File: src/usbsl_defs.svh
// Register offsets, field positions, reset values and constants of the setup/sleep/frame register slice.
`ifndef USBSL_DEFS_SVH
`define USBSL_DEFS_SVH
`define USBSL_OFF_SETUP_AREA   12'h018
`define USBSL_OFF_SLEEP_ATTR   12'h088
`define USBSL_OFF_FRAME_NUM    12'h08C
`define USBSL_OFF_SLEEP_STATUS 12'h0A0
`define USBSL_OFF_SLEEP_CTRL   12'h0A4
`define USBSL_SETUP_MSB        8
`define USBSL_SETUP_LSB        3
`define USBSL_WAKE_BIT         8
`define USBSL_BESL_MSB         7
`define USBSL_BESL_LSB         4
`define USBSL_LINK_MSB         3
`define USBSL_LINK_LSB         0
`define USBSL_FRAME_MSB        10
`define USBSL_RAM_BASE_OFF     12'h100
`define USBSL_LINK_L1          4'h1
`define USBSL_RESET_SETUP      6'h00
`define USBSL_RESET_ATTR       9'h000
`define USBSL_RESET_FRAME      11'h000
`endif

File: src/usbsl_pkg.sv
// Types shared by the setup/sleep/frame register slice.
`default_nettype none
package usbsl_pkg;
    // Handshake the slice gives to an LPM transaction.
    typedef enum logic [1:0] {USBSL_HS_NONE, USBSL_HS_ACK, USBSL_HS_NYET, USBSL_HS_ERRSTALL} usbsl_hs_t;
    // Attributes carried by an LPM token.
    typedef struct packed {
        logic       sleep_remote_wake_allowed;
        logic [3:0] sleep_service_latency;
        logic [3:0] sleep_link_state;
    } usbsl_lpm_t;
    // Result of one LPM transaction.
    typedef struct packed {
        usbsl_hs_t  hs;
        logic       sleep_entered;
    } usbsl_lpm_res_t;
endpackage
`default_nettype wire

File: src/usbsl_regs.sv
// APB register slice: SETUP area offset, LPM attributes and handshake, last frame number.
//
// How it works
// - Six-bit writable SETUP offset in bits 8:3; bits 2:0 read zero.
// - SETUP start address is RAM base plus offset followed by three zero bits.
// - Packet buffer RAM sits 0x100 bytes above the controller base.
// - Offset addresses only SETUP data; other traffic uses its endpoint address.
// - Remote-wake bit of last acknowledged LPM token latched into bit 8.
// - Latency code of last acknowledged LPM token latched into bits 7:4.
// - Link state of last acknowledged LPM token latched into bits 3:0.
// - Frame number of each start-of-frame held in bits 10:0 until next.
// - ACK or NYET per software only for clean tokens with L1 state; else ERROR/STALL.
// - Sleep-entered flag set on an acknowledged L1 request.
`timescale 1ns/100ps
`default_nettype none
`include "usbsl_defs.svh"

module usbsl_regs
    import usbsl_pkg::*;
(
    input  wire logic        pclk,
    input  wire logic        presetn,
    input  wire logic        psel,
    input  wire logic        penable,
    input  wire logic        pwrite,
    input  wire logic [11:0] paddr,
    input  wire logic [31:0] pwdata,
    output logic      [31:0] prdata,
    output logic             pready,
    output logic             pslverr,
    input  wire logic        setup_data_valid,
    input  wire logic [8:0]  endpoint_buf_addr,
    input  wire logic [2:0]  setup_byte_index,
    output logic      [11:0] buf_write_addr,
    input  wire logic        lpm_valid,
    input  wire logic        lpm_ext_ok,
    input  wire logic        lpm_token_ok,
    input  wire usbsl_lpm_t  lpm_attr,
    output usbsl_lpm_res_t   lpm_result,
    input  wire logic        sleep_exit,
    input  wire logic        sof_valid,
    input  wire logic [10:0] sof_frame
);
    logic [5:0]     setup_off_q,   setup_off_d;
    usbsl_lpm_t     attr_q,        attr_d;
    logic [10:0]    frame_q,       frame_d;
    logic           ack_sel_q,     ack_sel_d;
    logic           entered_q,     entered_d;
    usbsl_lpm_res_t res_q,         res_d;
    logic [11:0]    waddr_q,       waddr_d;
    logic [31:0]    rdata_q,       rdata_d;
    logic           ready_q,       ready_d;
    logic           err_q,         err_d;
    logic           wr_setup;
    logic           wr_ctrl;
    logic           lpm_good;

    // Writes are decoded in the access phase while pready stands, so they land at the very edge at which the
    // master sees pready high; a transfer that never completes leaves the registers untouched.
    assign wr_setup = psel && penable && ready_q && pwrite && paddr == `USBSL_OFF_SETUP_AREA;
    assign wr_ctrl  = psel && penable && ready_q && pwrite && paddr == `USBSL_OFF_SLEEP_CTRL;
    // Only an error-free token pair asking for L1 may be answered positively.
    assign lpm_good = lpm_ext_ok && lpm_token_ok && lpm_attr.sleep_link_state == `USBSL_LINK_L1;

    // Next values of all state; read data is captured in setup so that it stands together with pready.
    always_comb begin
        setup_off_d = setup_off_q;
        ack_sel_d   = ack_sel_q;
        attr_d      = attr_q;
        frame_d     = frame_q;
        entered_d   = entered_q;
        res_d       = '{hs: USBSL_HS_NONE, sleep_entered: entered_q};
        rdata_d     = 32'h00000000;
        ready_d     = 1'b0;
        err_d       = 1'b0;
        if (wr_setup) begin
            setup_off_d = pwdata[`USBSL_SETUP_MSB:`USBSL_SETUP_LSB];
        end
        if (wr_ctrl) begin
            ack_sel_d = pwdata[0];
        end
        if (sleep_exit) begin
            entered_d = 1'b0;
        end
        if (lpm_valid) begin
            if (!lpm_good) begin
                res_d.hs = USBSL_HS_ERRSTALL;
            end else if (ack_sel_q) begin
                res_d.hs  = USBSL_HS_ACK;
                attr_d    = lpm_attr;
                entered_d = 1'b1;
            end else begin
                res_d.hs = USBSL_HS_NYET;
            end
        end
        res_d.sleep_entered = entered_d;
        if (sof_valid) begin
            frame_d = sof_frame;
        end
        // Address mux: SETUP bytes use the software offset, all else its endpoint address.
        if (setup_data_valid) begin
            waddr_d = `USBSL_RAM_BASE_OFF + {3'b000, setup_off_q, 3'b000} + {9'h000, setup_byte_index};
        end else begin
            waddr_d = `USBSL_RAM_BASE_OFF + {3'b000, endpoint_buf_addr};
        end
        if (psel && !penable) begin
            ready_d = 1'b1;
            case (paddr)
                `USBSL_OFF_SETUP_AREA:   rdata_d = {23'h000000, setup_off_q, 3'h0};
                `USBSL_OFF_SLEEP_ATTR:   rdata_d = {23'h000000, attr_q};
                `USBSL_OFF_FRAME_NUM:    rdata_d = {21'h000000, frame_q};
                `USBSL_OFF_SLEEP_STATUS: rdata_d = {31'h00000000, entered_q};
                `USBSL_OFF_SLEEP_CTRL:   rdata_d = {31'h00000000, ack_sel_q};
                default:                 err_d   = 1'b1;
            endcase
            // Writes to read-only registers are refused the same way as unmapped addresses.
            if (pwrite && paddr != `USBSL_OFF_SETUP_AREA && paddr != `USBSL_OFF_SLEEP_CTRL) begin
                err_d = 1'b1;
            end
        end
    end

    // Register stage; every output comes straight from here.
    always_ff @(posedge pclk or negedge presetn) begin
        if (!presetn) begin
            setup_off_q <= `USBSL_RESET_SETUP;
            attr_q      <= `USBSL_RESET_ATTR;
            frame_q     <= `USBSL_RESET_FRAME;
            ack_sel_q   <= 1'b0;
            entered_q   <= 1'b0;
            res_q       <= '{hs: USBSL_HS_NONE, sleep_entered: 1'b0};
            waddr_q     <= 12'h000;
            rdata_q     <= 32'h00000000;
            ready_q     <= 1'b0;
            err_q       <= 1'b0;
        end else begin
            setup_off_q <= setup_off_d;
            attr_q      <= attr_d;
            frame_q     <= frame_d;
            ack_sel_q   <= ack_sel_d;
            entered_q   <= entered_d;
            res_q       <= res_d;
            waddr_q     <= waddr_d;
            rdata_q     <= rdata_d;
            ready_q     <= ready_d;
            err_q       <= err_d;
        end
    end

    assign prdata         = rdata_q;
    assign pready         = ready_q;
    assign pslverr        = err_q;
    assign buf_write_addr = waddr_q;
    assign lpm_result     = res_q;

    // Software's SETUP offset lands exactly as written; the reserved low bits are dropped.
    a_setup_write: assert property (@(posedge pclk) disable iff (!presetn)
        wr_setup |=> setup_off_q == $past(pwdata[`USBSL_SETUP_MSB:`USBSL_SETUP_LSB]))
        else $error("setup offset not stored");

    // A read of the SETUP offset shows the field in place and zeros everywhere else.
    a_setup_rdata: assert property (@(posedge pclk) disable iff (!presetn)
        (psel && !penable && !pwrite && paddr == `USBSL_OFF_SETUP_AREA)
        |=> prdata == {23'h000000, $past(setup_off_q), 3'h0})
        else $error("setup offset read wrong");

    // The byte index shows in the low bits, so the area always starts on an eight-byte boundary.
    a_setup_addr: assert property (@(posedge pclk) disable iff (!presetn)
        setup_data_valid |=> buf_write_addr[2:0] == $past(setup_byte_index))
        else $error("setup area misaligned");

    // The first byte of the area sits at the RAM base plus the scaled offset.
    a_ram_base: assert property (@(posedge pclk) disable iff (!presetn)
        (setup_data_valid && setup_byte_index == 3'h0)
        |=> buf_write_addr == `USBSL_RAM_BASE_OFF + {3'h0, $past(setup_off_q), 3'h0})
        else $error("setup address wrong");

    // Other traffic ignores the offset. The guard skips the edges around reset release, where the
    // address register still holds its reset value although the inputs already select an endpoint.
    a_ep_addr: assert property (@(posedge pclk) disable iff (!presetn)
        (!setup_data_valid && $past(presetn))
        |=> buf_write_addr == `USBSL_RAM_BASE_OFF + {3'h0, $past(endpoint_buf_addr)})
        else $error("endpoint address wrong");

    // A clean L1 request answered with ACK loads all three attribute fields.
    a_attr_ack: assert property (@(posedge pclk) disable iff (!presetn)
        (lpm_valid && lpm_ext_ok && lpm_token_ok && lpm_attr.sleep_link_state == `USBSL_LINK_L1 && ack_sel_q)
        |=> attr_q == $past(lpm_attr) && lpm_result.hs == USBSL_HS_ACK)
        else $error("attributes not latched on ack");

    // Without an acknowledged token the attributes never move.
    a_attr_hold: assert property (@(posedge pclk) disable iff (!presetn)
        !(lpm_valid && lpm_ext_ok && lpm_token_ok && lpm_attr.sleep_link_state == `USBSL_LINK_L1 && ack_sel_q)
        |=> $stable(attr_q))
        else $error("attributes changed without ack");

    // Each start-of-frame packet loads its number at once.
    a_frame_load: assert property (@(posedge pclk) disable iff (!presetn)
        sof_valid |=> frame_q == $past(sof_frame))
        else $error("frame number not captured");

    // Between start-of-frame packets the captured number stays put.
    a_frame_hold: assert property (@(posedge pclk) disable iff (!presetn)
        sof_valid ##1 !sof_valid [*2] |-> frame_q == $past(sof_frame, 2))
        else $error("frame number not held");

    // Faulty tokens or a reserved link state get ERROR/STALL and change nothing.
    a_bad_lpm: assert property (@(posedge pclk) disable iff (!presetn)
        (lpm_valid && !(lpm_ext_ok && lpm_token_ok && lpm_attr.sleep_link_state == `USBSL_LINK_L1))
        |=> lpm_result.hs == USBSL_HS_ERRSTALL && $stable(attr_q))
        else $error("bad token answered");

    // A clean request while software selects NYET is answered NYET and leaves the attributes alone.
    a_nyet_answer: assert property (@(posedge pclk) disable iff (!presetn)
        (lpm_valid && lpm_ext_ok && lpm_token_ok && lpm_attr.sleep_link_state == `USBSL_LINK_L1 && !ack_sel_q)
        |=> lpm_result.hs == USBSL_HS_NYET && $stable(attr_q))
        else $error("clean token not answered with NYET");

    // An acknowledged L1 entry sets the flag, even against a clear in the same cycle.
    a_sleep_set: assert property (@(posedge pclk) disable iff (!presetn)
        (lpm_valid && lpm_ext_ok && lpm_token_ok && lpm_attr.sleep_link_state == `USBSL_LINK_L1 && ack_sel_q)
        |=> entered_q && lpm_result.sleep_entered)
        else $error("sleep flag not set");

    // A clear with no LPM traffic in the same cycle drops the flag on both views.
    a_sleep_clear: assert property (@(posedge pclk) disable iff (!presetn)
        (sleep_exit && !lpm_valid) |=> !entered_q && !lpm_result.sleep_entered)
        else $error("sleep flag not cleared");
endmodule // usbsl_regs
`default_nettype wire

File: config.mk
export PLATFORM = sky130hd
export DESIGN_NAME = usbsl_regs
export DESIGN_NICKNAME = d
export VERILOG_FILES = /design/src/usbsl_pkg.sv /design/src/usbsl_regs.sv
export VERILOG_INCLUDE_DIRS = /design/src
export SDC_FILE = /design/constraint.sdc
export NUM_CORES = 1
export LEC_CHECK = 0
export BUFFER_PORTS_ARGS = -buffer_cell sky130_fd_sc_hd__buf_2
export CORE_MARGIN = 5
export CORE_UTILIZATION = 35
export DETAILED_ROUTE_END_ITERATION = 10
export PLACE_DENSITY_LB_ADDON = 0.25
export SETUP_SLACK_MARGIN = 0.02
export SLEW_MARGIN = 0
export SYNTH_ARGS = -nofsm -noshare
export SYNTH_HDL_FRONTEND = slang
export SYNTH_SLANG_ARGS = --single-unit
File: constraint.sdc
create_clock -name pclk -period 1.33 [get_ports pclk]
set_clock_uncertainty 0.05 [all_clocks]
set_input_delay 0.133 -clock pclk [delete_from_list [all_inputs] [get_ports pclk]]
set_output_delay 0.133 -clock pclk [all_outputs]
set_load 0.01 [all_outputs]
# Yosys cells after proc, flatten, opt, wreduce, memory -nomap -nowiden
# Cells that the tools add are included.
dict set report word_totals {
  input_bits 87
  regBits 76
  elab_cells 50
  output_inout_bits 49
}
dict set report op_classes {
  addsub 3
  reduce_logical 13
  mux 14
  n_eq_ne 8
}
# cell n
set op_table {}
lappend op_table {{$pmux 11 s5} 1}
lappend op_table {{$eq 12x8->1 const B} 4}
lappend op_table {{$mux 11} 2}
lappend op_table {{$add 9x9->10 const A} 2}
lappend op_table {{$eq 12x5->1 const B} 1}
lappend op_table {{$ne 12x5->1 const B} 1}
lappend op_table {{$ne 12x8->1 const B} 1}
lappend op_table {{$add 10x3->11} 1}
lappend op_table {{$logic_and 1x1->1} 10}
lappend op_table {{$mux 1} 8}
lappend op_table {{$mux 2} 3}
lappend op_table {{$reduce_or 5->1} 1}
lappend op_table {{$eq 4x1->1 const B} 1}
lappend op_table {{$reduce_and 3->1} 1}
lappend op_table {{$logic_not 1->1} 1}

# Depth between registers and ports, before layout
dict set report logic_depth {
  word_depth 5
  depth_mapped 5
  ltp_nobuf 4
}

# Worst setup path after synthesis
# No wires, ideal clock.
dict set report synth_path {
  path_kind {input -> register}
  startpoint {in paddr[9]}
  endpoint {reg ack_sel_q}
  stages 4
  t_arrival_ns 1.739
  path_slack_ns -0.586
  setup_time_ns 0.128
  path_buffers 0
  required_ns 1.152
  path_cell_list {or4_4 > or4_4 > nor3b_2 > mux2_1}
}
dict set report synth_via {
  elab_chain_len 2
}
# item line
set synth_lines {}
lappend synth_lines {{start: declaration} usbsl_regs.sv:26} ;# input wire logic [11:0] paddr,
lappend synth_lines {{$eq 12x8->1} --}
lappend synth_lines {{$logic_and 1x1->1 (no source line)} --}
lappend synth_lines {{end signal: assignment} usbsl_regs.sv:140} ;# ack_sel_q <= ack_sel_d;
lappend synth_lines {{end: declaration} usbsl_regs.sv:47} ;# logic ack_sel_q, ack_sel_d;
# Every way passes these cells.
# A chain may end at the register's enable or synchronous reset.

# Final worst setup path
dict set report layout_path {
  startpoint {in paddr[4]}
  endpoint {reg ack_sel_q}
}
# The elaborated chain is that of the path after synthesis.

==> metrics.md <==
| Metric | Value |
|---|---|
| Post-Synthesis Cells | `178` |
| Core area | `0.00668 mm2` |
| FMAX | `603 MHz` |
| Crit path max fanout | `2` |
| Post-synth top cells | `53 x dfrtp_1, 37 x mux2_2, 25 x buf_4, 12 x nor2_1, 6 x a22oi_1` |
| Final min period | `1.66 ns` |
| Pint | `2.34 mW` |
| Worst Setup SP | `paddr[4]` |
| Largest net degree at the start of global routing | `54` |
| Initial antenna violation count | `0` |
| Count of different cell masters after synthesis | `31` |
| Post-synth EDFFs | `0` |
| RSZ-0062 raised after global routing | `true` |
| IO Count | `136` |
| Inserted Diodes | `0` |
| Pwr/cell area | `931 mW/mm2` |
| Filler cells | `632` |
| Final nets | `382` |
| Final Wtd Congestion | `0.748` |
| Post-route cell area | `0.00329 mm2` |
| Final period utilization | `125%` |
| Worst Path Required | `1.47 ns` |
| Final Setup Violations | `17` |
| Status | `complete, but fails checks` |
| Chip height | `92.3 um` |
| Clock transition at path regs | `0.09 ns` |
| Root Driver | `clkbuf_8` |
| Synthesized area | `0.00237 mm2` |
| Initial core utilization | `35.5%` |
| Final Hold Viols | `0` |
| Reported max-cap violation count | `0` |
| Worst path slowest cell | `or4_4` |
| Drt wl/cell | `14.3 um` |
| Post-synth top area cell | `dfrtp_1` |
| Comb power frac | `12.6%` |
| Register area share after synthesis | `55.9%` |
| Share of cells above drive strength 1 | `57.1%` |
| Hold WC Path Type | `in -> reg` |
| Hpwl dp | `3940 um` |
| Die ar. | `0.00852 mm2` |
| Flops & latches, synth | `53` |
| Crit path capture type | `flip-flop` |
| Clock power share | `32.2%` |
| CTS Buf Count | `5` |
| Syn avg cell area | `13.3 um2` |
| Detailed-route DRC error count | `0` |
| Crit path cell chain | `buf_6, or4b_4, or4_4, nor3b_2, mux2_4` |
| Deepest clock path buffer count | `2` |
| First-pass GRT wire length | `8620 um` |
| Ys async rst share | `100%` |
| Switch Pwr | `0.714 mW` |
| Number of global-route vias before repair | `1784` |
| Pins Over Slew Limit | `0` |
| Peak VDD IR | `0.000406 V` |
| Hold_sp | `endpoint_buf_addr[5]` |
| Clock latency on the worst-skew pair | `0.30 ns` |
| Setup TNS | `-2.34 ns` |
| Count leader, synth | `dfrtp_1` |
| Placed cell area | `0.00293 mm2` |
| Placed Cells | `352` |
| DR pass1 iterations | `4` |
| Sw Ratio | `23.3%` |
| Fin util | `49.2%` |
| Post-route ant nets | `0` |
| Crit path max-delay family | `simple AND/OR/NAND/NOR gates` |
| Vias/cell | `4.55` |
| Critical path arrival | `1.79 ns` |
| Port Buffers | `87` |
| FF-to-FF Start | `pready$_DFF_PN0_` |
| Chip Width | `92.3 um` |
| Initial drt markers | `42` |
| Crit path kind | `in -> reg` |
| Post-synth top area share | `55.9%` |
| Top cells by area, synth | `dfrtp_1 56%, mux2_2 18%, buf_4 7.9%, a22oi_1 1.9%, nor2_1 1.9%` |
| Final WS setup | `-0.328 ns` |
| Area grow syn2layout | `38.6%` |
| Leak Pwr | `1.68 nW` |
| Prevailing post-synth register cell | `dfrtp_1` |
| Sequential power share | `55.2%` |
| GRT Total Usage | `12.8%` |
| Vias | `1710` |
| Failing checks | `negative setup slack` |
| Number of H-tree levels | `2` |
| Largest stage delay, worst path | `0.54 ns` |
| Routed wire length | `5360 um` |
| Non-Filler Instances | `376` |
| Clk sink count | `53` |
| CP Launch Type | `input port` |
| Warnings from Yosys | `0` |
| CTS tree | `built` |
| Row cnt | `30` |
| GRT overflow | `0` |
| Bufs and invs on worst path | `1` |
-- kinds of logic after synthesis --
family | count (synthesis) | share of synthesized area (%)
other | 1 | 0.158
AO/OA/AOI/OAI | 14 | 4.38
buffers and inverters | 32 | 9.02
multiplexers | 42 | 19.7
flip-flops | 53 | 55.9
AND/OR/NAND/NOR | 36 | 10.8
-- path summary, 6_finish.rpt --
kind,end,slack [ns],cells past startpoint
min reg2reg,attr_q[0]$_DFFE_PN0P_,0.42,1
max,ack_sel_q$_DFFE_PN0P_,-0.33,5
min in group asynchronous,lpm_result[2]$_DFF_PN0_,0.32,3
min,buf_write_addr[5]$_DFF_PN0_,0.008,2
max reg2reg,setup_off_q[0]$_DFFE_PN0P_,0.04,3
max in group asynchronous,frame_q[6]$_DFFE_PN0P_,0.67,3
-- registers in the layout, indices dropped and copies added (netlist names) --
signal / flops
setup_off_q: 6
prdata: 11
pslverr: 1
ack_sel_q: 1
pready: 1
attr_q: 9
buf_write_addr: 10
frame_q: 11
lpm_result: 3
-- metal layers --
| metal | GRT usage, % | up-vias | share of wire, % | wire length (um) |
|---|---|---|---|---|
| met4 | 4.46 | 0 | 1.5 | 78 |
| met3 | 2.84 | 7 | 5.8 | 309 |
| met2 | 20.8 | 62 | 51 | 2720 |
| met5 | 0 | - | 0 | 0 |
| met1 | 16.8 | 833 | 42 | 2250 |
| li1 | - | 808 | - | - |
-- what timing repair did --
action                                  CTS  global route
endpoints found under the hold margin    64             1
endpoints found under the setup margin   19            19
setup buffers                             4             1
gates resized for setup                  18            12
hold buffers                             12             1
pin swaps                                17            13
-- layout by cell type (no fill, tap or decap), types with 3 or more instances in the layout --
cell and instances:
mux2_2 31, buf_4 11, buf_6 7, and2_1 3
dfrtp_1 53, conb_1 23, mux2_4 7, mux2i_1 4
clkbuf_8 7, inv_1 4, a22oi_2 6, buf_2 83
nand2b_1 4, nor2_1 9, dlygate4sd3_1 13
-- power groups by stage --
stage	Sequential [mW]	Combinational, mW	Clock (mW)
detailed placement	1.72	0.341	0
finish	1.69	0.387	0.985
global placement	1.72	0.336	0
floorplan	1.73	0.191	0
CTS	1.69	0.385	1.02
global route	1.69	0.429	1.07
-- through the flow --
step           hold WS (ns)  power, mW  setup WS, ns
3_3_place_gp          0.105       2.05        -0.673
4_1_cts            0.000323       3.10        -0.333
6_report            0.00769       3.06        -0.328
2_1_floorplan        -0.213       1.92        -0.586
5_1_grt             0.00417       3.20        -0.323
3_5_place_dp          0.103       2.06        -0.682
-- layout make-up --
class	instances	area, um2	area share, %
Sequential cell	53	1330	40.4
Clock inverter	1	5.00	0.152
Inverter	4	15.0	0.457
Tap cell	80	100	3.05
Multi-Input combinational cell	115	1000	30.5
Clock buffer	7	96.3	2.93
Timing Repair Buffer	116	742	22.6
(Power assumes the default switching activity.)
